## src/hw/fllmf_pkg.sv

```systemverilog
// Register map, field layout and constants of the loop clock control block
`default_nettype none
package fllmf_pkg;
  localparam int ADDR_W = 8;
  localparam int DATA_W = 8;
  localparam int FACTOR_W = 11;
  localparam int TRIM_W = 9;
  localparam int LOCK_TOLERANCE = 4;

  // ***************************************
  // Register offsets
  // ***************************************
  localparam logic [7:0] OFS_CLOCK_CONTROL_ZERO = 8'h34;
  localparam logic [7:0] OFS_CLOCK_CONTROL_ONE = 8'h35;
  localparam logic [7:0] OFS_LOOP_MULTIPLIER = 8'h36;
  localparam logic [7:0] OFS_CLOCK_FLAGS = 8'h37;
  localparam logic [7:0] OFS_REFERENCE_TRIM_HIGH = 8'h38;
  localparam logic [7:0] OFS_REFERENCE_TRIM_LOW = 8'h39;
  localparam logic [7:0] OFS_FACTORY_TEST_ZERO = 8'h3a;

  // ***************************************
  // Field positions
  // ***************************************
  localparam int CZ_OSC_ENABLE = 7;
  localparam int CZ_DIVIDER_HI = 6;
  localparam int CZ_DIVIDER_LO = 4;
  localparam int CZ_BUS_CLOCK_SELECT = 3;
  localparam int CZ_REFERENCE_SELECT = 2;
  localparam int CZ_OSC_FILTER_LOW = 1;
  localparam int CO_BUS_DIVIDER_HI = 7;
  localparam int CO_BUS_DIVIDER_LO = 4;
  localparam int CO_LOCK_IRQ_ENABLE = 1;
  localparam int FL_POWER_ON = 6;
  localparam int FL_LOCK_CHANGE = 4;
  localparam int FL_LOCK_STATUS = 3;
  localparam int FL_ILLEGAL_ACCESS = 2;
  localparam int FL_OSC_STARTED = 1;
  localparam int TRIM_HIGH_BIT = 8;

  // ***************************************
  // Reset values and fixed figures
  // ***************************************
  localparam logic [FACTOR_W-1:0] LOOP_FACTOR_BASE = 11'h3e8;
  localparam logic [6:0] LOOP_MULTIPLIER_RESET = 7'h00;
  localparam logic [2:0] DIVIDER_RESET = 3'h0;
  localparam logic [3:0] BUS_DIVIDER_RESET = 4'h0;
  localparam logic [TRIM_W-1:0] TRIM_RESET = 9'h000;
  localparam logic [7:0] FACTORY_TEST_ZERO_VALUE = 8'h00;

  // Oscillator division ratio per divider code; the reserved code keeps 512
  function automatic logic [9:0] ref_ratio(input logic [2:0] code);
    case (code)
      3'h0: ref_ratio = 10'h080;
      3'h1: ref_ratio = 10'h0a0;
      3'h2: ref_ratio = 10'h0c0;
      3'h3: ref_ratio = 10'h100;
      3'h4: ref_ratio = 10'h140;
      3'h5: ref_ratio = 10'h180;
      default: ref_ratio = 10'h200;
    endcase
  endfunction
endpackage
`default_nettype wire

```

## src/hw/fllmf_meter_if.sv

```systemverilog
// Interface between the register side and the lock meter
`timescale 1ns/1ns
`default_nettype none
interface fllmf_meter_if import fllmf_pkg::*; ();
  logic ref_tick;
  logic dco_tick;
  logic restart;
  logic [FACTOR_W-1:0] factor;
  logic in_lock;
  logic dco_slow;
  logic dco_fast;
  modport ctrl (output ref_tick, dco_tick, restart, factor, input in_lock, dco_slow, dco_fast);
  modport meter (input ref_tick, dco_tick, restart, factor, output in_lock, dco_slow, dco_fast);
endinterface
`default_nettype wire

```

## src/hw/fllmf_lock_meter.sv

```systemverilog
// Lock meter: counts oscillator ticks per reference period against the factor
`timescale 1ns/1ns
`default_nettype none
module fllmf_lock_meter import fllmf_pkg::*; #(
  parameter int LOCK_TOL = LOCK_TOLERANCE,
  parameter int CNT_W = 12
) (
  // Clock and reset
  input wire logic ref_clk,
  input wire logic srst,
  // Loop side
  fllmf_meter_if.meter m
);
  if (LOCK_TOL < 1 || LOCK_TOL > 64 || CNT_W < FACTOR_W + 1) begin : g_bad
    $error("fllmf_lock_meter: unsupported parameters");
  end

  logic [CNT_W-1:0] count_q;
  logic armed_q;
  logic in_lock_q;
  logic slow_q;
  logic fast_q;
  logic [CNT_W:0] cnt_lo;
  logic [CNT_W:0] cnt_hi;
  logic eval;

  assign cnt_lo = {1'b0, count_q} + (CNT_W+1)'(LOCK_TOL);
  assign cnt_hi = (CNT_W+1)'(m.factor) + (CNT_W+1)'(LOCK_TOL);
  assign eval = m.ref_tick && armed_q;

  // ***************************************
  // Tick counter over one reference period
  // ***************************************
  always_ff @(posedge ref_clk) begin
    if (srst || m.restart) begin
      count_q <= '0;
    end else if (m.ref_tick) begin
      count_q <= CNT_W'(m.dco_tick);
    end else if (m.dco_tick && !(&count_q)) begin
      count_q <= count_q + 1'b1;
    end
  end

  // A window only counts once it started after the last restart
  always_ff @(posedge ref_clk) begin
    if (srst || m.restart) begin
      armed_q <= 1'b0;
    end else if (m.ref_tick) begin
      armed_q <= 1'b1;
    end
  end

  // ***************************************
  // Comparison against the factor
  // ***************************************
  always_ff @(posedge ref_clk) begin
    if (srst || m.restart) begin
      in_lock_q <= 1'b0;
      slow_q <= 1'b0;
      fast_q <= 1'b0;
    end else begin
      if (eval) begin
        in_lock_q <= (cnt_lo >= (CNT_W+1)'(m.factor)) && ({1'b0, count_q} <= cnt_hi);
      end
      slow_q <= eval && (cnt_lo < (CNT_W+1)'(m.factor));
      fast_q <= eval && ({1'b0, count_q} > cnt_hi);
    end
  end

  assign m.in_lock = in_lock_q;
  assign m.dco_slow = slow_q;
  assign m.dco_fast = fast_q;
endmodule // fllmf_lock_meter
`default_nettype wire

```

## src/hw/fllmf_clock_ctrl.sv

```systemverilog
// Register side of the frequency-locked-loop clock generator
//
// Design decision made here: the address-and-strobe port.
`timescale 1ns/1ns
`default_nettype none
module fllmf_clock_ctrl import fllmf_pkg::*; #(
  parameter int LOCK_TOL = LOCK_TOLERANCE
) (
  // Clock and resets
  input wire logic ref_clk,
  input wire logic srst,
  input wire logic por,
  // Register port
  input wire logic [ADDR_W-1:0] addr,
  input wire logic [DATA_W-1:0] wdata,
  input wire logic wr_en,
  input wire logic rd_en,
  output logic [DATA_W-1:0] rdata,
  // System events
  input wire logic stop_entry,
  input wire logic illegal_access,
  // Oscillator ready level and clock sources as one-cycle ticks
  input wire logic osc_ready,
  input wire logic osc_tick,
  input wire logic irc_tick,
  input wire logic dco_tick,
  // Factory trim from nonvolatile memory
  input wire logic [TRIM_W-1:0] factory_trim,
  // Analog controls
  output logic [FACTOR_W-1:0] loop_factor,
  output logic [TRIM_W-1:0] ref_trim,
  output logic osc_enable,
  output logic osc_filter_low,
  output logic bus_clock_select,
  output logic [3:0] bus_divider,
  output logic osc_monitor_enable,
  output logic dco_slow,
  output logic dco_fast,
  // Interrupt request
  output logic lock_irq
);
  if (LOCK_TOL < 1 || LOCK_TOL > 64) begin : g_bad
    $error("fllmf_clock_ctrl: unsupported lock tolerance");
  end

  fllmf_meter_if mif ();

  logic osc_enable_q;
  logic [2:0] reference_divider_q;
  logic bus_clock_select_q;
  logic reference_select_q;
  logic osc_filter_q;
  logic [3:0] bus_divider_q;
  logic lock_irq_enable_q;
  logic [6:0] loop_multiplier_q;
  logic [TRIM_W-1:0] trim_q;
  logic power_on_flag_q;
  logic illegal_flag_q;
  logic lock_change_flag_q;
  logic lock_status_q;
  logic osc_started_q;
  logic reset_seen_q;
  logic [9:0] div_cnt_q;
  logic osc_div_tick_q;
  logic [DATA_W-1:0] rdata_q;
  logic [DATA_W-1:0] flags_view;
  logic wr_ctl0;
  logic wr_ctl1;
  logic wr_mul;
  logic wr_flg;
  logic wr_trh;
  logic wr_trl;
  logic lock_clear;
  logic osc_off;
  logic trim_load;
  logic any_reset;

  // ***************************************
  // Write decode
  // ***************************************
  assign wr_ctl0 = wr_en && (addr == OFS_CLOCK_CONTROL_ZERO);
  assign wr_ctl1 = wr_en && (addr == OFS_CLOCK_CONTROL_ONE);
  assign wr_mul = wr_en && (addr == OFS_LOOP_MULTIPLIER);
  assign wr_flg = wr_en && (addr == OFS_CLOCK_FLAGS);
  assign wr_trh = wr_en && (addr == OFS_REFERENCE_TRIM_HIGH);
  assign wr_trl = wr_en && (addr == OFS_REFERENCE_TRIM_LOW);
  assign any_reset = srst || por;
  assign lock_clear = stop_entry || wr_ctl0 || wr_mul || wr_trh || wr_trl;
  assign osc_off = stop_entry || !osc_enable_q || (wr_ctl0 && !wdata[CZ_OSC_ENABLE]);
  assign trim_load = reset_seen_q && !any_reset;

  // ***************************************
  // Control registers
  // ***************************************
  always_ff @(posedge ref_clk) begin
    if (any_reset) begin
      osc_enable_q <= 1'b0;
      reference_divider_q <= DIVIDER_RESET;
      osc_filter_q <= 1'b0;
    end else if (wr_ctl0) begin
      osc_enable_q <= wdata[CZ_OSC_ENABLE];
      reference_divider_q <= wdata[CZ_DIVIDER_HI:CZ_DIVIDER_LO];
      if (!osc_enable_q) begin
        osc_filter_q <= wdata[CZ_OSC_FILTER_LOW];
      end
    end
  end

  // Oscillator selections need a started oscillator and fall with it
  always_ff @(posedge ref_clk) begin
    if (any_reset || osc_off) begin
      bus_clock_select_q <= 1'b0;
      reference_select_q <= 1'b0;
    end else if (wr_ctl0) begin
      bus_clock_select_q <= wdata[CZ_BUS_CLOCK_SELECT] && osc_started_q;
      reference_select_q <= wdata[CZ_REFERENCE_SELECT] && osc_started_q;
    end
  end

  always_ff @(posedge ref_clk) begin
    if (any_reset) begin
      bus_divider_q <= BUS_DIVIDER_RESET;
      lock_irq_enable_q <= 1'b0;
    end else if (wr_ctl1) begin
      bus_divider_q <= wdata[CO_BUS_DIVIDER_HI:CO_BUS_DIVIDER_LO];
      lock_irq_enable_q <= wdata[CO_LOCK_IRQ_ENABLE];
    end
  end

  always_ff @(posedge ref_clk) begin
    if (any_reset) begin
      loop_multiplier_q <= LOOP_MULTIPLIER_RESET;
    end else if (wr_mul) begin
      loop_multiplier_q <= wdata[6:0];
    end
  end

  // ***************************************
  // Trim: factory value on reset release
  // ***************************************
  always_ff @(posedge ref_clk) begin
    reset_seen_q <= any_reset;
  end

  // Smaller trim speeds the internal reference up, larger slows it
  always_ff @(posedge ref_clk) begin
    if (por) begin
      trim_q <= TRIM_RESET;
    end else if (trim_load) begin
      trim_q <= factory_trim;
    end else if (!srst) begin
      if (wr_trh) begin
        trim_q[TRIM_HIGH_BIT] <= wdata[0];
      end
      if (wr_trl) begin
        trim_q[TRIM_HIGH_BIT-1:0] <= wdata;
      end
    end
  end

  // ***************************************
  // Oscillator startup status
  // ***************************************
  always_ff @(posedge ref_clk) begin
    if (any_reset || osc_off) begin
      osc_started_q <= 1'b0;
    end else if (osc_ready) begin
      osc_started_q <= 1'b1;
    end
  end

  // ***************************************
  // Loop reference and lock tracking
  // ***************************************
  always_ff @(posedge ref_clk) begin
    if (any_reset || wr_ctl0) begin
      div_cnt_q <= '0;
      osc_div_tick_q <= 1'b0;
    end else begin
      osc_div_tick_q <= osc_tick && (div_cnt_q == ref_ratio(reference_divider_q) - 10'h001);
      if (osc_tick) begin
        if (div_cnt_q == ref_ratio(reference_divider_q) - 10'h001) begin
          div_cnt_q <= '0;
        end else begin
          div_cnt_q <= div_cnt_q + 10'h001;
        end
      end
    end
  end

  assign mif.ref_tick = reference_select_q ? osc_div_tick_q : irc_tick;
  assign mif.dco_tick = dco_tick;
  assign mif.restart = lock_clear || any_reset;
  assign mif.factor = LOOP_FACTOR_BASE + {3'h0, loop_multiplier_q, 1'b0};

  fllmf_lock_meter #(
    .LOCK_TOL(LOCK_TOL),
    .CNT_W(FACTOR_W + 1)
  ) u_meter (
    .ref_clk(ref_clk),
    .srst(srst),
    .m(mif.meter)
  );

  // Forced clears follow the meter silently, measured changes raise the flag
  always_ff @(posedge ref_clk) begin
    if (any_reset || lock_clear) begin
      lock_status_q <= 1'b0;
    end else begin
      lock_status_q <= mif.in_lock;
    end
  end

  // ***************************************
  // Flags: only power-on resets them
  // ***************************************
  always_ff @(posedge ref_clk) begin
    if (por) begin
      power_on_flag_q <= 1'b1;
    end else if (wr_flg && wdata[FL_POWER_ON]) begin
      power_on_flag_q <= 1'b0;
    end
  end

  always_ff @(posedge ref_clk) begin
    if (illegal_access) begin
      illegal_flag_q <= 1'b1;
    end else if (por || (wr_flg && wdata[FL_ILLEGAL_ACCESS])) begin
      illegal_flag_q <= 1'b0;
    end
  end

  always_ff @(posedge ref_clk) begin
    if (por) begin
      lock_change_flag_q <= 1'b0;
    end else if (!srst && !lock_clear && (mif.in_lock != lock_status_q)) begin
      lock_change_flag_q <= 1'b1;
    end else if (wr_flg && wdata[FL_LOCK_CHANGE]) begin
      lock_change_flag_q <= 1'b0;
    end
  end

  // ***************************************
  // Read port
  // ***************************************
  always_comb begin
    flags_view = '0;
    flags_view[FL_POWER_ON] = power_on_flag_q;
    flags_view[FL_LOCK_CHANGE] = lock_change_flag_q;
    flags_view[FL_LOCK_STATUS] = lock_status_q;
    flags_view[FL_ILLEGAL_ACCESS] = illegal_flag_q;
    flags_view[FL_OSC_STARTED] = osc_started_q;
  end

  always_ff @(posedge ref_clk) begin
    if (any_reset || !rd_en) begin
      rdata_q <= '0;
    end else begin
      case (addr)
        OFS_CLOCK_CONTROL_ZERO: rdata_q <= {osc_enable_q, reference_divider_q, bus_clock_select_q,
          reference_select_q, osc_filter_q, 1'b0};
        OFS_CLOCK_CONTROL_ONE: rdata_q <= {bus_divider_q, 2'h0, lock_irq_enable_q, 1'b0};
        OFS_LOOP_MULTIPLIER: rdata_q <= {1'b0, loop_multiplier_q};
        OFS_CLOCK_FLAGS: rdata_q <= flags_view;
        OFS_REFERENCE_TRIM_HIGH: rdata_q <= {7'h00, trim_q[TRIM_HIGH_BIT]};
        OFS_REFERENCE_TRIM_LOW: rdata_q <= trim_q[TRIM_HIGH_BIT-1:0];
        OFS_FACTORY_TEST_ZERO: rdata_q <= FACTORY_TEST_ZERO_VALUE;
        default: rdata_q <= '0;
      endcase
    end
  end

  // ***************************************
  // Outputs
  // ***************************************
  assign rdata = rdata_q;
  assign loop_factor = mif.factor;
  assign ref_trim = trim_q;
  assign osc_enable = osc_enable_q;
  assign osc_filter_low = osc_filter_q;
  assign bus_clock_select = bus_clock_select_q;
  assign bus_divider = bus_divider_q;
  assign osc_monitor_enable = osc_enable_q && osc_started_q;
  assign dco_slow = mif.dco_slow;
  assign dco_fast = mif.dco_fast;
  assign lock_irq = lock_change_flag_q && lock_irq_enable_q;
endmodule // fllmf_clock_ctrl
`default_nettype wire

```

## config.mk

```make
export PLATFORM = sky130hd
export DESIGN_NAME = fllmf_clock_ctrl
export DESIGN_NICKNAME = d
export VERILOG_FILES = /design/src/hw/fllmf_pkg.sv /design/src/hw/fllmf_meter_if.sv /design/src/hw/fllmf_lock_meter.sv /design/src/hw/fllmf_clock_ctrl.sv
export SDC_FILE = /design/constraint.sdc
export NUM_CORES = 1
export LEC_CHECK = 0
export BUFFER_PORTS_ARGS = -buffer_cell sky130_fd_sc_hd__buf_2
export CAP_MARGIN = 25
export CORE_UTILIZATION = 56
export DETAILED_ROUTE_END_ITERATION = 12
export GPL_ROUTABILITY_DRIVEN = 0
export HOLD_SLACK_MARGIN = 0.03
export PLACE_DENSITY = 0.77
export SLEW_MARGIN = 20
export SYNTH_ARGS = -nofsm -noshare
export SYNTH_HDL_FRONTEND = slang
export SYNTH_HIERARCHICAL = 1
export SYNTH_SLANG_ARGS = --single-unit
```

## constraint.sdc

```tcl
create_clock -name ref_clk -period 4.4 [get_ports ref_clk]
set_input_delay 0.44 -clock ref_clk [delete_from_list [all_inputs] [get_ports ref_clk]]
set_output_delay 0.44 -clock ref_clk [all_outputs]
set_load 0.05 [all_outputs]
```

==> results of run 1 <==
==> registers in the layout, summed over array words and instances, names as in the netlist, 3 cells and up <==
name and cells:
u_meter/count_q 12, div_cnt_q 10, ref_trim 9, rdata 8
loop_multiplier_q 7, bus_divider 4, reference_divider_q 3
==> Yosys cell counts (all sizes together) (3+ instances only) <==
cell	count	share of area, %
dfxtp	69	34
nor2	59	5.4
nand2	50	4.6
xnor2	28	6.0
ha	27	8.2
inv	24	2.2
mux2i	20	4.9
a21oi	18	2.2
nand3	17	2.1
nor3	17	2.1
nand4	13	2.3
buf	11	2.0
xor2	11	2.3
a311oi	10	2.1
a22oi	9	1.6
o21ai	8	0.97
mux2	7	1.9
and3	6	0.94
clkbuf	6	0.55
and2	5	0.76
nor2b	5	0.76
or3	5	0.76
nor3b	4	0.85
a211oi	3	0.55
a21o	3	0.55
and4	3	0.64
nor4	3	0.46
o22a	3	0.64
==> final timing paths <==
check | endpoint | slack (ns) | depth (start not counted)
min reg2reg | power_on_flag_q | 0.48 | 1
min | illegal_flag_q | 0.27 | 2
max | u_meter/m.in_lock | 0.85 | 13
max reg2reg | u_meter/m.in_lock | 0.85 | 13
==> kinds of logic (layout without fill, tap and decap cells) <==
| logic type | after synthesis | count (layout) |
|---|---|---|
| adders and majority gates | 27 | 27 |
| other | 1 | 2 |
| AOI/OAI and AO/OA | 73 | 73 |
| DFF | 69 | 69 |
| xor gates and xnor gates | 39 | 39 |
| muxes | 27 | 27 |
| and+or+nand+nor | 200 | 200 |
| buffers and inverters | 43 | 115 |
==> per-layer routing <==
layer,wire length [µm],share of wire [%],vias up
li1,-,-,1841
met1,4650,44,1766
met2,5060,48,134
met3,733,6.9,12
met4,123,1.2,0
met5,0,0,-
==> final cells by class <==
type / count / share of cell area [%]
Clock buffer: 10 / 2.91
Tap cell: 96 / 2.54
Clock inverter: 6 / 1.98
Sequential cell: 69 / 29.2
Multi-Input combinational cell: 368 / 53.5
Timing Repair Buffer: 74 / 7.89
Inverter: 25 / 1.98
==> report_power, final <==
group	internal, mW	switching (mW)	total [mW]
Combinational	0.0349	0.0732	0.108
Clock	0.338	0.265	0.603
Sequential	0.632	0.00640	0.638
Total	1.00	0.344	1.35
==> layout by cell type, fill, tap and decap left out, types with 7 or more instances in the layout <==
cell      instances
a21oi_1          18
a22oi_1           9
a311oi_1         10
buf_2            73
clkbuf_8         10
dfxtp_1          69
ha_1             27
inv_1            24
mux2_2            7
mux2i_1          20
nand2_1          50
nand3_1          17
nand4_1          12
nor2_1           59
nor3_1           17
o21ai_0           8
xnor2_1          28
xor2_1           11
==> metrics.md, run 1 <==
| Metric | Value |
|---|---|
| GR Util met3 | 7.63% |
| Largest stage delay, worst path | 0.53 ns |
| Max-cap check violation count | 0 |
| Syn avg cell area | 8.59 µm² |
| Leak pwr | 1.96 nW |
| DR vias | 3,753 |
| Routed len/inst | 16.3 µm |
| Hold Crit Start | illegal_access |
| Setup_tns | 0 ns |
| Initial DRT Pass Iterations | 5 |
| Multiplexer area fraction after synthesis | 6.78% |
| Largest family of logic cells by synthesized area | simple AND/OR/NAND/NOR gates |
| Synthesized flop and latch total | 69 |
| Post CTS Setup Buffer Count | 0 |
| Top Usage Layer GRT | met2 |
| GRT Util Overall | 28.9% |
| Max Slew Vio Count | 0 |
| Total Routed Length | 10,600 µm |
| Adder-cell share of the synthesized area | 8.21% |
| Root Driver | clkbuf_8 |
| WP data required | 4.68 ns |
| Worst path bufs/invs | 1 |
| Max VDD drop | 0.000232 V |
| FP Rows | 30 |
| ANT nets after route | 0 |
| Power, Total | 1.35 mW |
| Sequential element share of the synthesized area | 33.6% |
| Initial DRC count | 290 |
| I/O pin count | 75 |
| Worst path slowest cell | or4_1 |
| Maximum fanout along the worst path | 6 |
| RSZ-0062 raised after global routing | no |
| Largest net degree at the start of global routing | 20 |
| Synth Area in Compound Gates | 13.1% |
| Clock-pin slew on the worst setup and hold paths | 0.08 ns |
| Detailed Place HPWL | 8000 µm |
| Post-synth EDFFs | 0 |
| CTS Buffer Depth | 2 |
| Worst-skew pair later-pin latency | 0.36 ns |
| Max Clk Rate | 282 MHz |
| Hold Vio Cnt, Final | 0 |
| Clock skew | 0.0148 ns |
| Post-Synth XOR/XNOR Area | 8.30% |
| Global route total overflow | 0 |
| First-pass GRT wire length | 17,000 µm |
| Fin area | 0.00473 mm² |
| Non-filler cells, final | 648 |
| Hold crit path type | input port to flop |
| Storage cell area | 0.00138 mm² |
| Multi-input logic area | 0.00253 mm² |
| Ys Warns | 6 |
| Worst Setup End Kind | flop |
| CTS H-tree depth | 3 |
| Filler cells | 602 |
| Cell repeated most along the worst path | ha_1 |
| Core ar. | 0.00694 mm² |
| CTS tree | built |
| ANT cells | 0 |
| Fraction of layout cells with a size suffix above 1 | 19.7% |
| Area grow syn2layout | 14.9% |
| CP top delay family | simple AND/OR/NAND/NOR gates |
| Initial antenna violation count | 0 |
| Via density | 5.79 |
| Vias in the first global route | 3,451 |
| CTS Hold Bufs | 0 |
| CTS buffer count | 9 |
| Yosys cell types | 63 |
| Tcrit/Tclk final | 80.7% |
| Power per cell area | 285 mW/mm² |
| Synth Area in Simple Gates | 24.9% |
| Area after DPL | 0.00450 mm² |
| Startpoint Class | flop |
| Met2 Usage GRT | 46.2% |
| Mapped Cells | 479 |
| Async set-reset flop share out of synthesis | 0% |
| Placed insts | 632 |
| Initial Util | 59.3% |
| Pre-CTS setup slack | 0.917 ns |
| Critical Path AT | 3.83 ns |
| Final setup fails | 0 |
| Die width | 87.7 µm |
| Relative slew slack | 41.4% |
| Port Buffers | 73 |
| Minimum clock period | 3.55 ns |
| Crit Path Class | flop to flop |
| Synth Flop Type | dfxtp_1 |
| CP startpoint | loop_multiplier_q[2] |
| Final WS setup | 0.848 ns |
| # clock sinks | 69 |
| Cts repair resizes | 0 |
| Worst hold margin | 0.269 ns |
| Drt drc | 0 |
| Least-Margin Pin Slew | 0.871 ns |
| Reg2Reg Launch Point | loop_multiplier_q[2] |
| Final core utilization | 68.1% |
| Run status | finished clean |
| Die H | 87.7 µm |
| Die Footprint | 0.00770 mm² |
| CP Cell Sequence | ha_1 -> nor3_1 -> xor2_1 -> inv_1 -> nor4_1 -> and4_1 -> nand3_1 -> ha_1 -> nand4_1 -> or4_1 -> o31ai_1 -> o21ai_0 -> a31oi_1 |
| Post-Syn Area | 0.00412 mm² |
| NumNets Final | 610 |
| Grt met1 use | 37.9% |
No activity file was read; power rests on OpenSTA's default activity.
==> run 2, diff against run 1 <==
==> constraint.sdc (replaced) <==
create_clock -name ref_clk -period 3.27 [get_ports ref_clk]
set_input_delay 0.327 -clock ref_clk [delete_from_list [all_inputs] [get_ports ref_clk]]
set_output_delay 0.327 -clock ref_clk [all_outputs]
set_load 0.05 [all_outputs]
==> metrics.md, run 2 (synthesis gave the netlist of run 1 again) <==
| Metric | Value |
|---|---|
| Initial DRC count | 259 (-11%) |
| Total Routed Length | 10,500 µm (-0.35%) |
| Max-cap check violation count | 0 (unchanged) |
| First-pass GRT wire length | 16,500 µm (-2.8%) |
| Via density | 5.78 (-0.19%) |
| Gate power share | 8.7% (+0.7 points) |
| CTS buffer count | 9 (unchanged) |
| Least-Margin Pin Slew | 0.629 ns (-0.242 ns) |
| Drt drc | 0 (unchanged) |
| Die Footprint | 0.00770 mm² (unchanged) |
| Reg2Reg Launch Point | loop_multiplier_q[2] |
| R2r worst-path depth | 13 (unchanged) |
| Critical Path AT | 3.43 ns (-0.40 ns) |
| # clock sinks | 69 (unchanged) |
| Flop pwr share | 50.9% (+3.6 points) |
| Vias in the first global route | 3,341 (-3.2%) |
| Startpoint Class | flop |
| WP data required | 3.54 ns (-1.14 ns) |
| Reg2Reg Setup Slack | 0.11 ns (-0.74 ns) |
| Hold crit path type | input port to flop |
| Largest net degree at the start of global routing | 20 (unchanged) |
| Most frequent cells in the layout | 73 x buf_2, 65 x dfxtp_1, 59 x nor2_1 |
| Psw | 0.441 mW (+28%) |
| Area grow syn2layout | 18.8% |
| Setup_tns | 0 ns (unchanged) |
| Power, Total | 1.68 mW (+25%) |
| Worst Setup End Kind | flop |
| CTS Buffer Depth | 2 (unchanged) |
| Detailed Place HPWL | 7910 µm (-1.1%) |
| Initial Util | 59.3% (unchanged) |
| Hold Crit Start | illegal_access |
| Most common cell after layout, fill and taps aside | buf_2 |
| Clock share of power | 40.4% (-4.3 points) |
| Minimum clock period | 3.16 ns (-0.395 ns) |
| Worst-skew pair later-pin latency | 0.34 ns (-0.02 ns) |
| Placed insts | 634 (+0.32%) |
| Tcrit/Tclk final | 96.6% (+16 points) |
| Switch share | 26.2% (+0.63 points) |
| CTS H-tree depth | 3 (unchanged) |
| Crit Path Class | flop to flop |
| DR vias | 3,769 (+0.43%) |
| NumNets Final | 615 (+0.82%) |
| Hold Vio Cnt, Final | 0 (unchanged) |
| Worst hold stages | 2 (unchanged) |
| Filler cells | 580 (-3.7%) |
| Max Clk Rate | 317 MHz (+13%) |
| Initial antenna violation count | 0 (unchanged) |
| FP Rows | 30 (unchanged) |
| Final core utilization | 70.4% (+2.3 points) |
| Biggest register | u_meter/count_q |
| Max Slew Vio Count | 0 (unchanged) |
| ANT cells | 0 (unchanged) |
| I/O pin count | 75 (unchanged) |
| Routed len/inst | 16.1 µm (-0.96%) |
| Reg-to-reg endpoint | u_meter/m.in_lock |
| Run status | finished clean |
| Worst hold endpoint | illegal_flag_q |
| Clock-pin slew on the worst setup and hold paths | 0.07 ns (about the same) |
| Global route total overflow | 0 (unchanged) |
| Port Buffers | 73 (unchanged) |
| Root Driver | clkbuf_8 |
| Largest register FFs | 12 (unchanged) |
| Final setup fails | 0 (unchanged) |
| Fraction of layout cells with a size suffix above 1 | 23.9% (+4.2 points) |
| Die width | 87.7 µm (unchanged) |
| Maximum fanout along the worst path | 6 (unchanged) |
| ANT nets after route | 0 (unchanged) |
| Clock skew | 0.00598 ns (-0.00886 ns) |
| Die H | 87.7 µm (unchanged) |
| CTS tree | built |
| Power per cell area | 345 mW/mm² (+21%) |
| Leak pwr | 1.99 nW (+1.5%) |
| Relative slew slack | 58.0% (+17 points) |
| Max VDD drop | 0.000234 V (+0.76%) |
| Total internal power | 1.24 mW (+24%) |
| GRT Util Overall | 27.6% (-1.3 points) |
| Non-filler cells, final | 652 (+0.62%) |
| Initial DRT Pass Iterations | 4 (-1) |
| Core ar. | 0.00694 mm² (unchanged) |
run 2: metrics by stage:
stage / hold WS (ns) / cell area [µm²] / setup WS, ns
2_1_floorplan: 0.399 / 4250 / 0.00790
3_3_place_gp: 0.429 / 4640 / 0.184
3_5_place_dp: 0.435 / 4640 / 0.0379
4_1_cts: 0.170 / 4830 / 0.00746
5_1_grt: 0.177 / 4890 / -0.0180
6_report: 0.175 / 4890 / 0.113
run 2: power by group through the flow:
stage / Combinational, mW / Sequential [mW] / Clock, mW
6_report: 0.146 / 0.858 / 0.681
5_1_grt: 0.156 / 0.858 / 0.722
4_1_cts: 0.145 / 0.859 / 0.688
3_5_place_dp: 0.144 / 0.879 / 0
3_3_place_gp: 0.141 / 0.878 / 0
2_1_floorplan: 0.0667 / 0.902 / 0
run 2: layout make-up:
cell class / instances / area (µm²) / share of cell area, %
multi-input cells: 368 / 2680 / 54.8
flip-flops and latches: 69 / 1390 / 28.5
repair buffers: 79 / 410 / 8.40
clock buffers: 9 / 124 / 2.53
well taps: 96 / 120 / 2.46
inverters: 25 / 97.6 / 2.00
clock inverters: 6 / 63.8 / 1.31
run 2: routing by layer:
layer / vias to the layer above / GRT usage (%) / share of wire, % / routed length, µm
met2: 115 / 42.4 / 46 / 4810
li1: 1844 / - / - / -
met5: - / 0 / 0 / 0
met4: 0 / 6.26 / 1.0 / 106
met3: 11 / 4.15 / 4.8 / 509
met1: 1799 / 40.5 / 48 / 5090
run 2: critical path: stages, from the launching register on:
cell and delay, ns:
dfxtp_4 0.38, ha_4 0.17, nor3_4 0.18, xor2_4 0.17
inv_2 0.08, nor4_4 0.36, and4_4 0.29, xnor2_1 0.07
ha_1 0.31, nand4_1 0.16, or4_4 0.54, o31ai_2 0.09
o21ai_1 0.12, a31oi_1 0.16
run 2: worst max path at each step:
stage	from	end	slack [ns]	cells past startpoint
after floorplan	loop_multiplier_q[2]	u_meter/m.in_lock	0.008	13
after global placement	loop_multiplier_q[4]	u_meter/m.in_lock	0.18	12
after detailed placement	loop_multiplier_q[4]	u_meter/m.in_lock	0.04	12
after CTS	loop_multiplier_q[2]	u_meter/m.in_lock	0.007	13
after global routing	loop_multiplier_q[3]	u_meter/m.in_lock	-0.02	13
final	loop_multiplier_q[2]	u_meter/m.in_lock	0.11	13
run 2: what timing repair did:
item / 4_1_cts / 5_1_grt
setup buffers: 0 / 3
gates resized for setup: 1 / 11
pin swaps: 0 / 7
hold buffers: 0 / 0
endpoints found under the setup margin: 1 / 1
==> run 3, diff against run 2 <==
--- a/config.mk
+++ b/config.mk
@@ -7,11 +7,12 @@
 export LEC_CHECK = 0
 export BUFFER_PORTS_ARGS = -buffer_cell sky130_fd_sc_hd__buf_2
 export CAP_MARGIN = 25
-export CORE_UTILIZATION = 56
+export CORE_UTILIZATION = 62
+export CTS_BUF_LIST = sky130_fd_sc_hd__clkbuf_4 sky130_fd_sc_hd__clkbuf_8
 export DETAILED_ROUTE_END_ITERATION = 12
 export GPL_ROUTABILITY_DRIVEN = 0
 export HOLD_SLACK_MARGIN = 0.03
-export PLACE_DENSITY = 0.77
+export PLACE_DENSITY = 0.85
 export SLEW_MARGIN = 20
 export SYNTH_ARGS = -nofsm -noshare
 export SYNTH_HDL_FRONTEND = slang
==> constraint.sdc (replaced) <==
create_clock -name ref_clk -period 3.9 [get_ports ref_clk]
set_input_delay 0.39 -clock ref_clk [delete_from_list [all_inputs] [get_ports ref_clk]]
set_output_delay 0.39 -clock ref_clk [all_outputs]
set_load 0.05 [all_outputs]
==> metrics.md, run 3 (synthesis gave the netlist of run 1 again) <==
| Metric | Value |
|---|---|
| Worst-skew pair later-pin latency | 0.34 ns (about the same) |
| Initial antenna violation count | 0 (unchanged) |
| Worst hold stages | 2 (unchanged) |
| Run status | finished clean |
| Least-Margin Pin Slew | 0.617 ns (-0.0119 ns) |
| Die Footprint | 0.00697 mm² (-9.5%) |
| Non-filler cells, final | 629 (-3.5%) |
| Clock-pin slew on the worst setup and hold paths | 0.08 ns (about the same) |
| Max Slew Vio Count | 0 (unchanged) |
| Most common cell after layout, fill and taps aside | buf_2 |
| Global route total overflow | 0 (unchanged) |
| Biggest register | u_meter/count_q |
| Tcrit/Tclk final | 92.1% (-4.4 points) |
| CTS tree | built |
| ANT nets after route | 0 (unchanged) |
| Via density | 6.08 (+5.2%) |
| Largest register FFs | 12 (unchanged) |
| Hold crit path type | input port to flop |
| Die H | 83.5 µm (-4.9%) |
| Relative slew slack | 58.8% (+0.80 points) |
| Reg2Reg Setup Slack | 0.31 ns (+0.19 ns) |
| Minimum clock period | 3.59 ns (+0.435 ns) |
| Setup_tns | 0 ns (unchanged) |
| Worst hold endpoint | illegal_flag_q |
| Final setup fails | 0 (unchanged) |
| NumNets Final | 611 (-0.65%) |
| Area grow syn2layout | 13.8% |
| R2r worst-path depth | 13 (unchanged) |
| Most frequent cells in the layout | 73 x buf_2, 69 x dfxtp_1, 59 x nor2_1 |
| DR vias | 3,825 (+1.5%) |
| Clock skew | 0.00882 ns (+0.00284 ns) |
| Root Driver | clkbuf_8 |
| Leak pwr | 1.94 nW (-2.2%) |
| Post CTS Setup Buffer Count | 0 (unchanged) |
| Total internal power | 1.04 mW (-16%) |
| Cts repair resizes | 0 (-1) |
| Max VDD drop | 0.000257 V (+10%) |
| Reg2Reg Launch Point | loop_multiplier_q[2] |
| Total Routed Length | 10,400 µm (-0.93%) |
| Fraction of layout cells with a size suffix above 1 | 20.1% (-3.8 points) |
| I/O pin count | 75 (unchanged) |
| Max-cap check violation count | 0 (unchanged) |
| Gate power share | 8.7% (about the same) |
| WP data required | 4.16 ns (+0.62 ns) |
| Port Buffers | 73 (unchanged) |
| Initial DRC count | 252 (-2.7%) |
| Power per cell area | 303 mW/mm² (-12%) |
| Largest net degree at the start of global routing | 19 (-5.0%) |
| Drt drc | 0 (unchanged) |
| Hold Crit Start | illegal_access |
| CTS Buffer Depth | 2 (unchanged) |
| RSZ-0062 raised after global routing | no |
| GRT Util Overall | 30.5% (+2.9 points) |
| Core ar. | 0.00639 mm² (-8.0%) |
| Detailed Place HPWL | 7800 µm (-1.4%) |
| Vias in the first global route | 3,561 (+6.6%) |
| ANT cells | 0 (unchanged) |
| Flop pwr share | 50.8% (about the same) |
| Clock share of power | 40.6% (+0.2 points) |
| Initial DRT Pass Iterations | 5 (+1) |
| Final core utilization | 73.3% (+2.9 points) |
| Critical Path AT | 3.86 ns (+0.43 ns) |
| Psw | 0.374 mW (-15%) |
| CTS buffer count | 9 (unchanged) |
| Die width | 83.5 µm (-4.9%) |
| Max Clk Rate | 278 MHz (-12%) |
| CTS H-tree depth | 3 (unchanged) |
| Startpoint Class | flop |
| Crit Path Class | flop to flop |
| FP Rows | 29 (-3.3%) |
| Routed len/inst | 16.6 µm (+2.7%) |
| Initial Util | 64.4% (+5.2 points) |
| CTS Hold Bufs | 0 (unchanged) |
| Maximum fanout along the worst path | 6 (unchanged) |
| # clock sinks | 69 (unchanged) |
| Switch share | 26.4% (+0.22 points) |
| Worst Setup End Kind | flop |
| Reg-to-reg endpoint | u_meter/m.in_lock |
| First-pass GRT wire length | 17,000 µm (+2.9%) |
| Hold Vio Cnt, Final | 0 (unchanged) |
| Placed insts | 614 (-3.2%) |
-- run 3: through the flow --
| step | cell area [µm²] | hold WS, ns | setup slack (ns) | power [mW] |
|---|---|---|---|---|
| after floorplan | 4130 | 0.421 | 0.0627 | 0.812 |
| after CTS | 4680 | 0.220 | 0.348 | 1.42 |
| after detailed placement | 4490 | 0.450 | 0.373 | 0.857 |
| after global routing | 4680 | 0.229 | 0.0218 | 1.46 |
| final | 4680 | 0.232 | 0.308 | 1.42 |
| after global placement | 4490 | 0.440 | 0.559 | 0.854 |
-- run 3: how the worst max path moves through the flow --
stage | startpoint | to | slack, ns
floorplan | loop_multiplier_q[2] | u_meter/m.in_lock | 0.06
detailed placement | loop_multiplier_q[2] | u_meter/m.in_lock | 0.37
global route | loop_multiplier_q[2] | u_meter/m.in_lock | 0.02
CTS | loop_multiplier_q[2] | u_meter/m.in_lock | 0.35
finish | loop_multiplier_q[2] | u_meter/m.in_lock | 0.31
global placement | loop_multiplier_q[2] | u_meter/m.in_lock | 0.56
-- run 3: metal layers --
| metal | vias to the layer above | share of wire, % | track usage [%] |
|---|---|---|---|
| met3 | 15 | 7.7 | 6.92 |
| li1 | 1838 | - | - |
| met1 | 1789 | 44 | 41.3 |
| met5 | - | 0 | 0 |
| met4 | 0 | 1.5 | 11.6 |
| met2 | 183 | 47 | 47.5 |
-- run 3: layout make-up --
cell class | count | area, µm²
Clock buffer | 9 | 124
Fill cell | 475 | 1700
Timing Repair Buffer | 75 | 380
Tap cell | 77 | 96.3
Inverter | 25 | 93.8
Clock inverter | 6 | 63.8
Sequential cell | 69 | 1380
Multi-Input combinational cell | 368 | 2540
-- run 3: critical path: stages, from the launching register on --
cell,delay [ns]
dfxtp_1,0.37
ha_1,0.26
nor3_1,0.30
xor2_2,0.17
inv_1,0.10
nor4_1,0.47
and4_1,0.30
nand3_1,0.09
ha_1,0.34
nand4_1,0.15
or4_1,0.53
o31ai_1,0.10
o21ai_0,0.15
a31oi_1,0.18
-- run 3: power groups by stage --
stage	registers [mW]	clock network, mW	logic (mW)
CTS	0.720	0.584	0.121
detailed placement	0.736	0	0.120
global placement	0.736	0	0.118
floorplan	0.756	0	0.0558
finish	0.720	0.576	0.123
global route	0.721	0.612	0.131
